### config.mk
export PLATFORM = sky130hd
export DESIGN_NAME = buck_multi_output_regulation_ctrl
export DESIGN_NICKNAME = d
export VERILOG_FILES = /design/src/buck_ctrl_pkg.sv /design/src/buck_multi_output_regulation_ctrl.sv
export SDC_FILE = /design/constraint.sdc
export NUM_CORES = 1
export LEC_CHECK = 0
export BUFFER_PORTS_ARGS = -buffer_cell sky130_fd_sc_hd__buf_2
export CAP_MARGIN = 30
export CORE_MARGIN = 2
export CORE_UTILIZATION = 34
export DETAILED_ROUTE_END_ITERATION = 6
export PLACE_DENSITY = 0.62
export REMOVE_ABC_BUFFERS = 1
export SKIP_CTS_REPAIR_TIMING = 1
export SLEW_MARGIN = 0
export SYNTH_ARGS = -nofsm -noshare
export SYNTH_HDL_FRONTEND = slang
export SYNTH_SLANG_ARGS = --single-unit
### constraint.sdc
create_clock -name clk -period 9.6 [get_ports clk]
set_input_delay 2.88 -clock clk [delete_from_list [all_inputs] [get_ports clk]]
set_output_delay 2.88 -clock clk [all_outputs]
set_load 0.005 [all_outputs]
### src/buck_ctrl_pkg.sv
// constants, register map and reset values of the multi-output buck control block
package buck_ctrl_pkg;
    localparam int ADDR_W = 32;
    localparam int DATA_W = 16;
    localparam int NUM_RAILS = 4;
    localparam int CODE_W = 5;
    localparam int LV_CODE_W = 4;
    localparam int IDLE_CNT_W = 10;
    localparam int SW_CNT_W = 7;
    localparam int EV_W = 4;

    // rail order: 0 low_rail, 1 mid_rail, 2 core rail, 3 periph_rail
    localparam logic [ADDR_W-1:0] OFS_CTRL0 = 32'h5000_0082;
    localparam logic [ADDR_W-1:0] OFS_CTRL1 = 32'h5000_0084;
    localparam logic [ADDR_W-1:0] OFS_TIMEOUT_TRIM = 32'h5000_0086;
    localparam logic [ADDR_W-1:0] OFS_RAIL0 [NUM_RAILS] =
        '{32'h5000_0088, 32'h5000_008C, 32'h0500_0090, 32'h5000_0094};
    localparam logic [ADDR_W-1:0] OFS_RAIL1 [NUM_RAILS] =
        '{32'h5000_008A, 32'h0500_008E, 32'h5000_0092, 32'h5000_0096};
    localparam logic [ADDR_W-1:0] OFS_STATUS = 32'h5000_00C0;
    localparam logic [ADDR_W-1:0] OFS_ILIM_LO = 32'h5000_00C2;
    localparam logic [ADDR_W-1:0] OFS_ILIM_HI = 32'h5000_00C4;

    // reset values and writable masks
    localparam logic [DATA_W-1:0] CTRL0_RST = 16'h2F24;
    localparam logic [DATA_W-1:0] CTRL0_MASK = 16'h7FFF;
    localparam logic [DATA_W-1:0] CTRL1_RST = 16'h5410;
    localparam logic [DATA_W-1:0] TIMEOUT_TRIM_RST = 16'h882D;
    localparam logic [DATA_W-1:0] RAIL0_RST [NUM_RAILS] =
        '{16'hA1A4, 16'hE3E4, 16'hC304, 16'hE3E4};
    localparam logic [DATA_W-1:0] RAIL1_RST [NUM_RAILS] =
        '{16'hD890, 16'hBC90, 16'hEC90, 16'hBC90};
    localparam logic [CODE_W-1:0] ILIM_RST = 5'h04;

    // field positions
    localparam int CTRL0_BROWNOUT = 13;
    localparam int CTRL0_MODE_LSB = 0;
    localparam int CTRL1_GLOBAL_IDLE_LSB = 5;
    localparam int CTRL1_GLOBAL_IDLE_W = 6;
    localparam int CTRL1_SW_LIMIT_LSB = 0;
    localparam int TT_IRQ_THR_LSB = 12;
    localparam int TT_CLR_RUN_LSB = 8;
    localparam int TT_SENSE_LSB = 6;
    localparam int TT_LSSUP_LSB = 3;
    localparam int TT_HSGND_LSB = 0;
    localparam int R0_FAST = 15;
    localparam int R0_VOLT_LSB = 10;
    localparam int R0_MAX_HV_LSB = 5;
    localparam int R0_MIN_LSB = 0;
    localparam int R1_EN_HV = 15;
    localparam int R1_EN_LV = 14;
    localparam int R1_MAX_LV_LSB = 10;
    localparam int R1_HYST_LSB = 5;
    localparam int R1_IDLE_MIN_LSB = 0;

    // input synchroniser lanes
    localparam int SYNC_BATT = 0;
    localparam int SYNC_SW = 1;
    localparam int SYNC_CHG = 2;
    localparam int SYNC_IDLE0 = 3;
    localparam int SYNC_W = SYNC_IDLE0 + NUM_RAILS;

    // converter modes
    typedef enum logic [1:0] {
        MODE_OFF = 2'h0, MODE_ACTIVE = 2'h1, MODE_SLEEP = 2'h2, MODE_OFF2 = 2'h3
    } conv_mode_t;

    // analog meaning of the codes (decoded by the analog side)
    localparam int LSSUP_BASE_MV = 2000;
    localparam int LSSUP_STEP_MV = 100;
    localparam int HSGND_BASE_MV = 2200;
    localparam int HSGND_STEP_MV = 200;
    localparam int RAIL_BASE_MV = 1200;
    localparam int CORE_BASE_MV = 800;
    localparam int VOLT_STEP_MV = 25;
    localparam int ILIM_UNIT_MA = 30;
    localparam int SENSE_STEP_PCT = 4;
    localparam int BROWNOUT_MV = 2500;

    // timing
    localparam int CLK_PERIOD_PS = 25000;
    localparam int IDLE_STEP_PS = 125000;
    localparam int SW_STEP_PS = 62500;
    localparam int IDLE_STEP_CYC = IDLE_STEP_PS / CLK_PERIOD_PS;
    localparam int SW_STEP_CYC = (SW_STEP_PS + CLK_PERIOD_PS - 1) / CLK_PERIOD_PS;

    // adaptation step sizes
    localparam logic [6:0] STEP_NORMAL = 7'h01;
    localparam logic [6:0] STEP_FAST = 7'h02;
    localparam logic [6:0] STEP_FAST_DOWN = 7'h04;
endpackage

### src/buck_multi_output_regulation_ctrl.sv
// register file, timeout counting and per-rail current limit adaptation of the buck converter
// Notes on behaviour
// - count timeouts, interrupt at threshold, reset eight
// - clean charge run clears timeout counter
// - sense trim adds 0/4/8/12 percent
// - low-side supply is 2 V plus 100 mV/step
// - high-side ground is battery minus 2.2 V+200 mV/step
// - per-rail fast ramp bit, set at reset
// - non-core voltage 1.2 V plus 25 mV/step
// - core voltage 0.8 V plus 25 mV/step
// - per-rail minimum limit code, reset four
// - per-rail high-battery maximum limit code
// - low-battery maximum replaces high-battery maximum
// - per-rail enable in high battery mode
// - per-rail enable in low battery mode
// - short idle raises current limit
// - maximum idle is minimum plus hysteresis
// - long idle lowers current limit
// - brownout option selects low battery settings
// - switch closed too long makes timeout event
// - idle past global ceiling ramps down faster
`timescale 1ns/1ps
module buck_multi_output_regulation_ctrl (
    input wire logic clk,
    input wire logic nrst,
    input wire logic [buck_ctrl_pkg::ADDR_W-1:0] addr,
    input wire logic [buck_ctrl_pkg::DATA_W-1:0] wr_data,
    input wire logic wr_en,
    input wire logic rd_en,
    output logic [buck_ctrl_pkg::DATA_W-1:0] rd_data,
    input wire logic batt_below_2v5,
    input wire logic switch_closed,
    input wire logic charge_done,
    input wire logic [buck_ctrl_pkg::NUM_RAILS-1:0] rail_idle,
    output logic converter_active,
    output logic converter_sleep,
    output logic low_batt_mode,
    output logic switch_force_next,
    output logic timeout_irq,
    output logic [1:0] sense_current_trim,
    output logic [2:0] low_side_supply_trim,
    output logic [2:0] high_side_ground_trim,
    output logic [buck_ctrl_pkg::NUM_RAILS*buck_ctrl_pkg::CODE_W-1:0] rail_voltage_code,
    output logic [buck_ctrl_pkg::NUM_RAILS-1:0] rail_fast_ramp,
    output logic [buck_ctrl_pkg::NUM_RAILS-1:0] rail_charge_en,
    output logic [buck_ctrl_pkg::NUM_RAILS*buck_ctrl_pkg::CODE_W-1:0] adaptive_current_limit
);
    localparam int NR = buck_ctrl_pkg::NUM_RAILS;
    localparam int CW = buck_ctrl_pkg::CODE_W;
    localparam int IW = buck_ctrl_pkg::IDLE_CNT_W;
    localparam int SWW = buck_ctrl_pkg::SW_CNT_W;
    localparam int EW = buck_ctrl_pkg::EV_W;
    localparam int SYW = buck_ctrl_pkg::SYNC_W;

    logic [15:0] ctrl0_q;
    logic [15:0] ctrl1_q;
    logic [15:0] tt_q;
    logic [15:0] rail0_q [NR];
    logic [15:0] rail1_q [NR];
    logic [CW-1:0] ilim_q [NR];
    logic [15:0] rd_mux;
    logic [15:0] rd_data_q;
    logic [SYW-1:0] sync1_q;
    logic [SYW-1:0] sync2_q;
    logic [SYW-1:0] sync3_q;
    logic [SWW-1:0] closed_cnt_q;
    logic [SWW-1:0] sw_limit_cyc;
    logic [4:0] sw_limit_code;
    logic timeout_hit;
    logic charge_pulse;
    logic [EW-1:0] ev_cnt_q;
    logic [EW-1:0] run_cnt_q;
    logic [EW:0] run_next;
    logic timeout_irq_q;
    logic force_next_q;
    logic conv_active_q;
    logic conv_sleep_q;
    logic low_batt_q;
    logic [NR-1:0] charge_en_q;
    logic [IW-1:0] glob_cyc;
    logic [buck_ctrl_pkg::CTRL1_GLOBAL_IDLE_W-1:0] glob_code;
    logic mode_active;
    logic mode_sleep;

    // pins are asynchronous to clk: two flops, then a third stage for edge detection
    always_ff @(posedge clk or negedge nrst) begin
        if (!nrst) begin
            sync1_q <= '0;
            sync2_q <= '0;
            sync3_q <= '0;
        end else begin
            sync1_q <= {rail_idle, charge_done, switch_closed, batt_below_2v5};
            sync2_q <= sync1_q;
            sync3_q <= sync2_q;
        end
    end

    // shared control register writes
    always_ff @(posedge clk or negedge nrst) begin
        if (!nrst) begin
            ctrl0_q <= buck_ctrl_pkg::CTRL0_RST;
            ctrl1_q <= buck_ctrl_pkg::CTRL1_RST;
            tt_q <= buck_ctrl_pkg::TIMEOUT_TRIM_RST;
        end else if (wr_en) begin
            if (addr == buck_ctrl_pkg::OFS_CTRL0) begin
                ctrl0_q <= wr_data & buck_ctrl_pkg::CTRL0_MASK; // bit 15 reserved
            end else if (addr == buck_ctrl_pkg::OFS_CTRL1) begin
                ctrl1_q <= wr_data;
            end else if (addr == buck_ctrl_pkg::OFS_TIMEOUT_TRIM) begin
                tt_q <= wr_data;
            end
        end
    end

    // trims go straight from the register flops to the analog side
    assign sense_current_trim = tt_q[buck_ctrl_pkg::TT_SENSE_LSB +: 2];
    assign low_side_supply_trim = tt_q[buck_ctrl_pkg::TT_LSSUP_LSB +: 3];
    assign high_side_ground_trim = tt_q[buck_ctrl_pkg::TT_HSGND_LSB +: 3];

    // mode decode; both unused encodings mean disabled
    always_comb begin
        mode_active = 1'b0;
        mode_sleep = 1'b0;
        case (buck_ctrl_pkg::conv_mode_t'(ctrl0_q[buck_ctrl_pkg::CTRL0_MODE_LSB +: 2]))
            buck_ctrl_pkg::MODE_ACTIVE: begin
                mode_active = 1'b1;
            end
            buck_ctrl_pkg::MODE_SLEEP: begin
                mode_sleep = 1'b1;
            end
            default: begin
                mode_active = 1'b0;
            end
        endcase
    end

    // mode and battery state flops
    always_ff @(posedge clk or negedge nrst) begin
        if (!nrst) begin
            conv_active_q <= 1'b0;
            conv_sleep_q <= 1'b0;
            low_batt_q <= 1'b0;
        end else begin
            conv_active_q <= mode_active;
            conv_sleep_q <= mode_sleep;
            low_batt_q <= ctrl0_q[buck_ctrl_pkg::CTRL0_BROWNOUT]
                & sync2_q[buck_ctrl_pkg::SYNC_BATT];
        end
    end

    // switch-closed timer; a zero limit code disables timeouts
    assign sw_limit_code = ctrl1_q[buck_ctrl_pkg::CTRL1_SW_LIMIT_LSB +: 5];
    assign sw_limit_cyc = SWW'(sw_limit_code * buck_ctrl_pkg::SW_STEP_CYC);
    assign timeout_hit = sync2_q[buck_ctrl_pkg::SYNC_SW] && (sw_limit_code != 5'h00)
        && (closed_cnt_q == sw_limit_cyc);
    assign charge_pulse = sync2_q[buck_ctrl_pkg::SYNC_CHG] & ~sync3_q[buck_ctrl_pkg::SYNC_CHG];
    assign run_next = {1'b0, run_cnt_q} + 5'h01;

    // counter saturates, so one long closure yields exactly one event
    always_ff @(posedge clk or negedge nrst) begin
        if (!nrst) begin
            closed_cnt_q <= '0;
        end else if (!sync2_q[buck_ctrl_pkg::SYNC_SW]) begin
            closed_cnt_q <= '0;
        end else if (closed_cnt_q != '1) begin
            closed_cnt_q <= closed_cnt_q + 7'h01;
        end
    end

    // pulse that forces the switching sequencer to its next state
    always_ff @(posedge clk or negedge nrst) begin
        if (!nrst) begin
            force_next_q <= 1'b0;
        end else begin
            force_next_q <= timeout_hit;
        end
    end

    // timeout event counting; a timeout wins over a clean charge in the same cycle
    always_ff @(posedge clk or negedge nrst) begin
        if (!nrst) begin
            ev_cnt_q <= '0;
            run_cnt_q <= '0;
        end else if (timeout_hit) begin
            if (ev_cnt_q != '1) begin
                ev_cnt_q <= ev_cnt_q + 4'h1;
            end
            run_cnt_q <= '0;
        end else if (charge_pulse) begin
            if (run_next >= {1'b0, tt_q[buck_ctrl_pkg::TT_CLR_RUN_LSB +: EW]}) begin
                ev_cnt_q <= '0;
                run_cnt_q <= '0;
            end else begin
                run_cnt_q <= run_next[EW-1:0];
            end
        end
    end

    // interrupt level follows the counter against the threshold
    always_ff @(posedge clk or negedge nrst) begin
        if (!nrst) begin
            timeout_irq_q <= 1'b0;
        end else begin
            timeout_irq_q <= ev_cnt_q >= tt_q[buck_ctrl_pkg::TT_IRQ_THR_LSB +: EW];
        end
    end

    assign glob_code = ctrl1_q[buck_ctrl_pkg::CTRL1_GLOBAL_IDLE_LSB +:
        buck_ctrl_pkg::CTRL1_GLOBAL_IDLE_W];
    assign glob_cyc = IW'(glob_code * buck_ctrl_pkg::IDLE_STEP_CYC);

    // identical datapath per rail
    for (genvar i = 0; i < NR; i++) begin : g_rail
        logic [CW-1:0] min_code;
        logic [CW-1:0] max_code;
        logic [CW:0] idle_max_code;
        logic [IW-1:0] min_cyc;
        logic [IW-1:0] max_cyc;
        logic [IW-1:0] idle_cnt_q;
        logic idle_now;
        logic idle_prev;
        logic step_up;
        logic step_dn;
        logic step_fast_dn;
        logic [6:0] lim_w;

        // register writes for this rail
        always_ff @(posedge clk or negedge nrst) begin
            if (!nrst) begin
                rail0_q[i] <= buck_ctrl_pkg::RAIL0_RST[i];
                rail1_q[i] <= buck_ctrl_pkg::RAIL1_RST[i];
            end else if (wr_en) begin
                if (addr == buck_ctrl_pkg::OFS_RAIL0[i]) begin
                    rail0_q[i] <= wr_data;
                end else if (addr == buck_ctrl_pkg::OFS_RAIL1[i]) begin
                    rail1_q[i] <= wr_data;
                end
            end
        end

        // voltage code and ramp speed are used by the analog loop as stored
        assign rail_voltage_code[i*CW +: CW] = rail0_q[i][buck_ctrl_pkg::R0_VOLT_LSB +: CW];
        assign rail_fast_ramp[i] = rail0_q[i][buck_ctrl_pkg::R0_FAST];

        // charging enable picks the battery-mode bit, only when converter is active
        always_ff @(posedge clk or negedge nrst) begin
            if (!nrst) begin
                charge_en_q[i] <= 1'b0;
            end else if (low_batt_q) begin
                charge_en_q[i] <= mode_active & rail1_q[i][buck_ctrl_pkg::R1_EN_LV];
            end else begin
                charge_en_q[i] <= mode_active & rail1_q[i][buck_ctrl_pkg::R1_EN_HV];
            end
        end

        // limits and idle windows in clock cycles
        assign min_code = rail0_q[i][buck_ctrl_pkg::R0_MIN_LSB +: CW];
        assign max_code = low_batt_q
            ? {1'b0, rail1_q[i][buck_ctrl_pkg::R1_MAX_LV_LSB +: buck_ctrl_pkg::LV_CODE_W]}
            : rail0_q[i][buck_ctrl_pkg::R0_MAX_HV_LSB +: CW];
        assign idle_max_code = {1'b0, rail1_q[i][buck_ctrl_pkg::R1_IDLE_MIN_LSB +: CW]}
            + {1'b0, rail1_q[i][buck_ctrl_pkg::R1_HYST_LSB +: CW]};
        assign min_cyc = IW'(rail1_q[i][buck_ctrl_pkg::R1_IDLE_MIN_LSB +: CW]
            * buck_ctrl_pkg::IDLE_STEP_CYC);
        assign max_cyc = IW'(idle_max_code * buck_ctrl_pkg::IDLE_STEP_CYC);
        assign idle_now = sync2_q[buck_ctrl_pkg::SYNC_IDLE0 + i];
        assign idle_prev = sync3_q[buck_ctrl_pkg::SYNC_IDLE0 + i];

        // idle time counter: restarts on each idle entry, saturates
        always_ff @(posedge clk or negedge nrst) begin
            if (!nrst) begin
                idle_cnt_q <= '0;
            end else if (idle_now && !idle_prev) begin
                idle_cnt_q <= '0;
            end else if (idle_now && idle_cnt_q != '1) begin
                idle_cnt_q <= idle_cnt_q + 10'h001;
            end
        end

        // each threshold is crossed once per idle period, so each fires once
        assign step_up = !idle_now && idle_prev && (idle_cnt_q < min_cyc);
        assign step_dn = idle_now && idle_prev && (idle_cnt_q == max_cyc);
        assign step_fast_dn = idle_now && idle_prev && (glob_code != '0)
            && (idle_cnt_q == glob_cyc);

        // next limit, then clamp; max wins if software sets min above max
        always_comb begin
            lim_w = {2'b00, ilim_q[i]};
            if (step_up) begin
                lim_w = lim_w + (rail_fast_ramp[i] ? buck_ctrl_pkg::STEP_FAST
                    : buck_ctrl_pkg::STEP_NORMAL);
            end else if (step_fast_dn) begin
                lim_w = (lim_w > buck_ctrl_pkg::STEP_FAST_DOWN)
                    ? lim_w - buck_ctrl_pkg::STEP_FAST_DOWN : 7'h00;
            end else if (step_dn) begin
                lim_w = (lim_w > buck_ctrl_pkg::STEP_NORMAL)
                    ? lim_w - buck_ctrl_pkg::STEP_NORMAL : 7'h00;
            end
            if (lim_w < {2'b00, min_code}) begin
                lim_w = {2'b00, min_code};
            end
            if (lim_w > {2'b00, max_code}) begin
                lim_w = {2'b00, max_code};
            end
        end

        // adaptive limit flop, also clamped when limits are reprogrammed
        always_ff @(posedge clk or negedge nrst) begin
            if (!nrst) begin
                ilim_q[i] <= buck_ctrl_pkg::ILIM_RST;
            end else begin
                ilim_q[i] <= lim_w[CW-1:0];
            end
        end

        assign adaptive_current_limit[i*CW +: CW] = ilim_q[i];
    end

    // read decode; unmapped addresses read zero
    always_comb begin
        rd_mux = '0;
        if (addr == buck_ctrl_pkg::OFS_CTRL0) begin
            rd_mux = ctrl0_q;
        end else if (addr == buck_ctrl_pkg::OFS_CTRL1) begin
            rd_mux = ctrl1_q;
        end else if (addr == buck_ctrl_pkg::OFS_TIMEOUT_TRIM) begin
            rd_mux = tt_q;
        end else if (addr == buck_ctrl_pkg::OFS_STATUS) begin
            // status from bit 0 up: event count, run count, irq, low battery, active, sleep
            rd_mux = {4'h0, conv_sleep_q, conv_active_q, low_batt_q, timeout_irq_q,
                4'h0, ev_cnt_q};
            rd_mux[EW +: EW] = run_cnt_q;
        end else if (addr == buck_ctrl_pkg::OFS_ILIM_LO) begin
            rd_mux = {6'h00, ilim_q[1], ilim_q[0]};
        end else if (addr == buck_ctrl_pkg::OFS_ILIM_HI) begin
            rd_mux = {6'h00, ilim_q[3], ilim_q[2]};
        end else begin
            for (int k = 0; k < NR; k++) begin
                if (addr == buck_ctrl_pkg::OFS_RAIL0[k]) begin
                    rd_mux = rail0_q[k];
                end
                if (addr == buck_ctrl_pkg::OFS_RAIL1[k]) begin
                    rd_mux = rail1_q[k];
                end
            end
        end
    end

    // read data stand only in the cycle after the strobe
    always_ff @(posedge clk or negedge nrst) begin
        if (!nrst) begin
            rd_data_q <= '0;
        end else if (rd_en) begin
            rd_data_q <= rd_mux;
        end else begin
            rd_data_q <= '0;
        end
    end

    assign rd_data = rd_data_q;
    assign converter_active = conv_active_q;
    assign converter_sleep = conv_sleep_q;
    assign low_batt_mode = low_batt_q;
    assign switch_force_next = force_next_q;
    assign timeout_irq = timeout_irq_q;
    assign rail_charge_en = charge_en_q;
endmodule

==> impl_results.md, run 1 <==
- Die Span X: about 250 um
- Fmax: between 100 and 150 MHz
- Worst hold path type: flop to flop
- Synth area leaders: dfrtp_1, ha_1, mux2_2
- CP Max Fanout: 5
- Max_slew headroom: around a third
- Final nets: 2438
- Required time of the critical path: roughly 10000 ps
- CTS tree: done
- DPL Wire Length: 48270 um
- Simple-Gate Fraction of Synth Area: 12.74%
- Synthesis-to-finish area growth: 12.47%
- Worst EP arrival: slightly above 8000 ps
- Cell Pwr Density: about 180 nW/um^2
- Drt first pass iters: 6
- Synthesized cell area: ~21000 um^2
- Setup total negative slack: 0 ps
- Clk_lat worst skew: roughly 570 ps
- Hold_sp: sync1_q[5]
- Fin crit period: roughly 7800 ps
- Gp weighted congestion: slightly above 0.9
- Top-area cell type share of the netlist area: between 20% and 30%
- Peak VDD IR: around 0.00011 V
- Synth Warn #: 0
- DR vias: about 17000
- Total CTS buffers: 36
- Initial Util: approximately 34%
- WHS Endpoint: sync2_q[5]
- Setup Viol. Count Final: 0
- CP Launch Point: rail1_q[48]
- Ys flop type: dfrtp_1
- CTS Buffer Depth: 3
- Clock sink total: ~300
- Largest area contributor in the netlist: dfrtp_1
- Core region area: approximately 60000 um^2
- Largest family of logic cells by synthesized area: compound AO/OA/AOI/OAI gates
- Fin Clk Skew: 25.52 ps
- Worst reg-to-reg path cell count: 35
- Ports: ~140
- Post-synthesis xor/xnor area fraction: about 5.8%
- Total track usage: about a fifth
- Root Buffer: clkbuf_16
- Syn Inst Count: around 2100
- Vias in the first global route: 16930
- EDFF count, synth: 0
- Slowest cell on crit path: fa_1
- Reg2reg setup slack: 1840 ps
- Drt initial violations: between 1000 and 1500
- Final core occ: 38.47%
- Max Cap Viol: 0
- Synth Area in Compound Gates: between 10% and 20%
- Average wire per standard cell: approximately 21 um
- Clock Pin Slew Worst Setup and Hold Paths: approximately 60 ps
- Multiplexer share of the synthesized area: approximately an eighth
- Post-synthesis sequential area ratio: between 30% and 40%
- R2r startpoint: rail1_q[48]
- Crit path largest cell delay: between 500 and 600 ps
- Tot Pwr: about 4.3 mW
- Die area: about 64000 um^2
- Hold depth: 0
- Synth Register Bits: around 290
- RSZ-0062 raised after global routing: no
- Syn avg cell area: 10.04 um^2
- Leakage: about 11 nW
- Largest net degree at the start of global routing: 76
- Ys async rst share: 100.0%
- Filler Cells Inserted: about 6000
- Distinct cell type count after synthesis: between 90 and 100
- Startpoint Class: flop
- Slew Limit Fails: 0
- Period utilization: ~81%
- ANT nets after route: 0
- Rows: slightly above 90
- CP Buf/Inv Count: 4
- Worst Max-Slew Pin Slew: about 1000 ps
- Crit path max-delay family: compound AO/OA/AOI/OAI gates
- Outcome: complete, no violations
- Crit end category: flop
- Die height: 252.5 um
- Initial antenna violation count: 3
- Vias per cell: around 5.7
- Final hold violation count: 0
- Buffers on Ports: approximately 140
- DRC Markers: 0
- Gr ovfl total: 0
- Share of cells above drive strength 1: 23.27%
- Wirelength, routed: 63840 um
- Placed cell area: 22220 um^2
- Htree depth: 2
- First-pass GRT wire length: between 90000 and 100000 um
- End of the worst register-to-register path: adaptive_current_limit[4]
- Post-Synth Adder-Cell Area: 13.76%
- WS Path Type: flop to flop
- Fin area: 23610 um^2
synthesized netlist by cell type (all sizes together) (5+ instances only):
master and instances:
and3 14, a21o 42, a2111oi 6, dfstp 77, dfrtp 217, or4 7
a211oi 16, nor2b 29, nor2 125, nand4b 11, a22oi 30, xnor2 65
nand4 32, o211ai 8, o211a 5, a31oi 20, o22ai 5, o21ai 86
o21a 14, inv 136, nor3 29, buf 49, mux2 192, xor2 69
mux2i 37, nand3 43, and2 15, nor4 25, nand3b 10, nand2b 27
a222oi 19, o21bai 7, a21oi 113, fa 18, o221ai 17, clkbuf 68
nand2 106, ha 202, o31a 8, o2111ai 9, or3 20
through the flow:
stage               hold WS, ps  std cells  setup slack (ps)
finish                    345.2       2978              1842
global route              350.0       2977              1220
CTS                       348.9       2977              1919
detailed placement        335.6       2911              1945
global placement          335.0       2908              2242
floorplan                 331.2       1973              2705
placed cells by master (no fill, tap or decap), types with 8 or more instances in the layout:
cell type	netlist	layout
a211oi_1	12	12
a21o_1	42	42
a21oi_1	111	111
a222oi_1	19	19
a22oi_1	30	30
a31oi_1	20	20
and2_1	15	15
and3_1	14	14
buf_2	9	134
buf_4	32	10
bufinv_16	0	9
clkbuf_16	0	36
clkbuf_8	0	8
dfrtp_1	217	217
dfstp_2	77	77
fa_1	18	18
ha_1	202	202
inv_1	135	135
mux2_2	188	188
mux2i_1	37	37
nand2_1	105	105
nand2b_1	26	26
nand3_1	43	43
nand3b_1	9	9
nand4_1	32	32
nand4b_1	11	11
nor2_1	124	124
nor2b_1	29	29
nor3_1	29	29
nor4_1	23	23
o211ai_1	8	8
o21a_1	13	13
o21ai_0	85	85
o221ai_1	16	16
o31a_1	8	8
or3_1	19	19
xnor2_1	65	65
xor2_1	67	67
where the power goes:
part           internal (mW)  leakage (nW)  switching (mW)  total, mW
Combinational          0.559          6.77           0.755       1.31
Sequential              1.30          3.75           0.135       1.43
Clock                   1.00         0.678           0.586       1.59
worst max-delay path by stage:
stage | to | slack (ps) | cells after the start
after floorplan | adaptive_current_limit[16] | 2710 | 33
after global placement | adaptive_current_limit[16] | 2240 | 33
after detailed placement | adaptive_current_limit[14] | 1950 | 35
after CTS | adaptive_current_limit[4] | 1920 | 35
after global routing | adaptive_current_limit[4] | 1220 | 35
final | adaptive_current_limit[4] | 1840 | 35
layout make-up:
class / instances / area [um^2] / area share (%)
antenna: 1 / 2.502 / 0.01060
tap: 790 / 988.4 / 4.187
clock buffer: 48 / 1026 / 4.346
sequential: 294 / 7453 / 31.57
timing repair buffer: 148 / 814.5 / 3.450
clock inverter: 18 / 356.6 / 1.510
multi-input combinational: 1542 / 12450 / 52.75
inverter: 137 / 514.2 / 2.178
per-layer routing:
layer  track usage, %  wire length, um
met1            26.94            28190
met2            32.61            29900
met3            2.894             4020
met4            6.340             1733
met5                0                0
logic make-up (layout without fill, tap and decap cells):
group | count (synthesis) | in the layout
AND/OR/NAND/NOR | 512 | 512
AO/OA/AOI/OAI | 446 | 446
flip-flops | 294 | 294
buffers and inverters | 254 | 351
multiplexers | 229 | 229
adder cells (fa/ha/maj) | 220 | 220
XOR/XNOR | 135 | 135
other | 0 | 1
registers in the layout, summed over array words and instances, names as in the netlist, 4 cells and up:
name / cells
g_rail.idle_cnt_q: 40
rd_data: 16
run_cnt_q: 4
closed_cnt_q: 7
rail_fast_ramp: 4
rail0_q: 20
tt_q: 16
g_rail.min_code: 20
ctrl1_q: 16
sync2_q: 7
rail_charge_en: 4
adaptive_current_limit: 20
sync1_q: 7
rail1_q: 64
ctrl0_q: 15
ev_cnt_q: 4
rail_voltage_code: 20
sync3_q: 5
worst register-to-register path: cells and delay by family, from the launching register on:
kind	cells	cell delay, ps
AO/OA/AOI/OAI	15	2690
flip-flops	1	420
multiplexers	1	220
AND/OR/NAND/NOR	7	1630
adder cells (fa/ha/maj)	6	2110
buffers and inverters	4	280
XOR/XNOR	2	310
(Power assumes the default switching activity.)
==> inputs of run 2 (changes only) <==
clock period = 7.88 ns   (was 9.6 ns; I/O delays follow)
==> run 2 against run 1 <==
The run now ends with design-rule violations left. Clock skew is 1.1 ps higher. Non-clock buffer count grew 9. Design area fell by 0.28%. Global-route usage about the same. Final cell count increased by 0.34%. Flip-flop and latch count stayed put. Routed wire length increased by 0.12%. Sequential share of layout area rose by 0.087 points. Power grew 18%. Die area is the same. Utilization fell by 0.11 points. Worst hold slack is essentially flat. Critical path type unchanged. Largest cell class unchanged. Largest power group is now sequential cells.
==> impl_results.md, run 2 (synthesized netlist as in run 1, its figures left out) <==
- First-pass GRT wire length: 98900 um (-0.12%)
- Worst EP arrival: 7910 ps (-290 ps)
- Tot Pwr: 5.133 mW (+18%)
- Die height: 252.5 um (unchanged)
- WS Path Type: flop to flop
- DPL Wire Length: 48330 um (+0.11%)
- Non-filler cells, final: 2988 (+0.34%)
- Worst Max-Slew Pin Slew: 1048 ps (+32.57 ps)
- Slowest cell on crit path: or4b_1
- DRC Markers: 1 (+1)
- Outcome: finished with violations
- Fmax: 133.8 MHz (+3.8%)
- Drt initial violations: 1583 (+7.6%)
- DR vias: 16880 (+0.23%)
- Htree depth: 2 (unchanged)
- Synthesis-to-finish area growth: 12.16%
- Clk pwr share: 33.0% (-3.6 points)
- Largest net degree at the start of global routing: 76 (unchanged)
- Initial antenna violation count: 2 (-1)
- Max Cap Viol: 0 (unchanged)
- Setup Viol. Count Final: 0 (unchanged)
- Crit path max-delay family: adder cells
- Vias in the first global route: 16950 (+0.083%)
- Gp weighted congestion: 0.9088 (-0.53%)
- Clk_lat worst skew: 570 ps (about the same)
- Final hold violation count: 0 (unchanged)
- Die area: 63740 um^2 (unchanged)
- Placed insts: 2913 (+0.069%)
- Cell Pwr Density: 218.0 nW/um^2 (+19%)
- Startpoint Class: flop
- CP Max Fanout: 8 (+3)
- Fin Clk Skew: 26.63 ps (+1.115 ps)
- Failing checks: design-rule violations
- Ports: 136 (unchanged)
- Flop pwr share: 34.0% (+0.9 points)
- Commonest non-fill, non-tap cell in the layout: dfrtp_1
- Clock Pin Slew Worst Setup and Hold Paths: 60 ps (about the same)
- Switching component of the power: 1.812 mW (+23%)
- Cell internal pwr: 3.321 mW (+16%)
- Switching fraction of total power: 35.30% (+1.3 points)
- Final nets: 2447 (+0.37%)
- Period utilization: 94.85% (+14 points)
- Crit path largest cell delay: 580 ps (+30 ps)
- Gr ovfl total: 0 (unchanged)
- Leakage: 11.16 nW (-0.30%)
- Worst setup margin: 405.7 ps (-1437 ps)
- Vias per cell: 5.650 (-0.11%)
- Sequential cell area: 7453 um^2 (unchanged)
- Required time of the critical path: 8320 ps (-1720 ps)
- Wirelength, routed: 63920 um (+0.12%)
- Most Frequent Cell on Critical Path: ha_1
- Commonest non-fill, non-tap cells in the layout: dfrtp_1, ha_1, mux2_2, inv_1, buf_2
- ANT nets after route: 0 (unchanged)
- Total CTS buffers: 36 (unchanged)
- Comb pwr share: 32.9% (+2.6 points)
- Fin crit period: 7474 ps (-283.4 ps)
- CTS tree: done
- Share of cells above drive strength 1: 23.72% (+0.45 points)
- Die Span X: 252.5 um (unchanged)
- Drt first pass iters: 7 (+1)
- Max_slew headroom: 29.94% (-2.2 points)
- Area of the multi-input gates: 12510 um^2 (+0.46%)
- Hold_ws: 345.6 ps (+0.3850 ps)
- Peak VDD IR: 0.0001263 V (+18%)
- Total track usage: 19.85% (-0.030 points)
- Reg with most FFs: rail1_q
- Top Registers: rail1_q (64), g_rail.idle_cnt_q (40)
- Rows: 91 (unchanged)
- Average wire per standard cell: 21.39 um (-0.21%)
- Worst hold path type: flop to flop
- Core region area: 61370 um^2 (unchanged)
- Clock sink total: 294 (unchanged)
- Buffers on Ports: 135 (unchanged)
- Root Buffer: clkbuf_16
- DP Worst Slack: 197.1 ps (-1748 ps)
- CP Buf/Inv Count: 4 (unchanged)
- Slew Limit Fails: 0 (unchanged)
- Crit end category: flop
- Max reg flops: 64 (unchanged)
- Initial Util: 34.20% (unchanged)
- Filler Cells Inserted: 5947 (-0.15%)
- CTS Buffer Depth: 3 (unchanged)
run 2: cell types whose count changed in the layout (fill, tap and decap cells not counted), sizes merged:
| cell | before | now |
|---|---|---|
| clkinv | 8 | 9 |
| clkbuf | 48 | 50 |
| bufinv | 9 | 3 |
| inv | 138 | 139 |
| diode | 1 | 2 |
| clkinvlp | 0 | 2 |
| buf | 148 | 157 |
run 2: area by class of cell:
| cell class | count | share of cell area (%) |
|---|---|---|
| antenna | 2 | 0.02126 |
| clock buffer | 50 | 4.220 |
| clock inverter | 16 | 0.8344 |
| inverter | 137 | 2.184 |
| multi-input combinational | 1542 | 53.14 |
| sequential | 294 | 31.66 |
| tap | 790 | 4.198 |
| timing repair buffer | 157 | 3.747 |
run 2: metrics by stage:
stage / area, um^2 / setup TNS [ps] / util [%]
after floorplan: 20420 / 0 / -
after global placement: 22190 / 0 / 36.15
after detailed placement: 22240 / 0 / 36.24
after CTS: 23430 / 0 / 38.18
after global routing: 23540 / -11.01 / 38.36
final: 23540 / 0 / 38.36
run 2: per-layer routing:
layer	track usage (%)	up-vias	routed length, um
met5	0	-	13
met4	5.782	2	1729
met3	4.027	127	4645
met2	32.17	592	29800
met1	26.72	8438	27730
li1	-	7722	-
run 2: power groups by stage:
stage,registers (mW),clock network (mW),logic [mW]
final,1.75,1.70,1.69
after CTS,1.75,1.73,1.58
after floorplan,1.70,0,1.19
after detailed placement,1.77,0,1.57
after global routing,1.76,1.79,1.90
after global placement,1.77,0,1.51
run 2: path summary, 6_finish.rpt:
kind                                  from                         end  slack, ps  cells after the start
worst max-delay path            rail1_q[0]  adaptive_current_limit[15]        410                     34
worst min-delay path            sync1_q[6]                  sync2_q[6]        350                      0
worst max register to register  rail1_q[0]  adaptive_current_limit[15]        410                     34
worst min register to register  sync1_q[6]                  sync2_q[6]        350                      0
max in group asynchronous             nrst                    tt_q[10]       4710                      2
min in group asynchronous             nrst                  sync1_q[2]       1770                      1
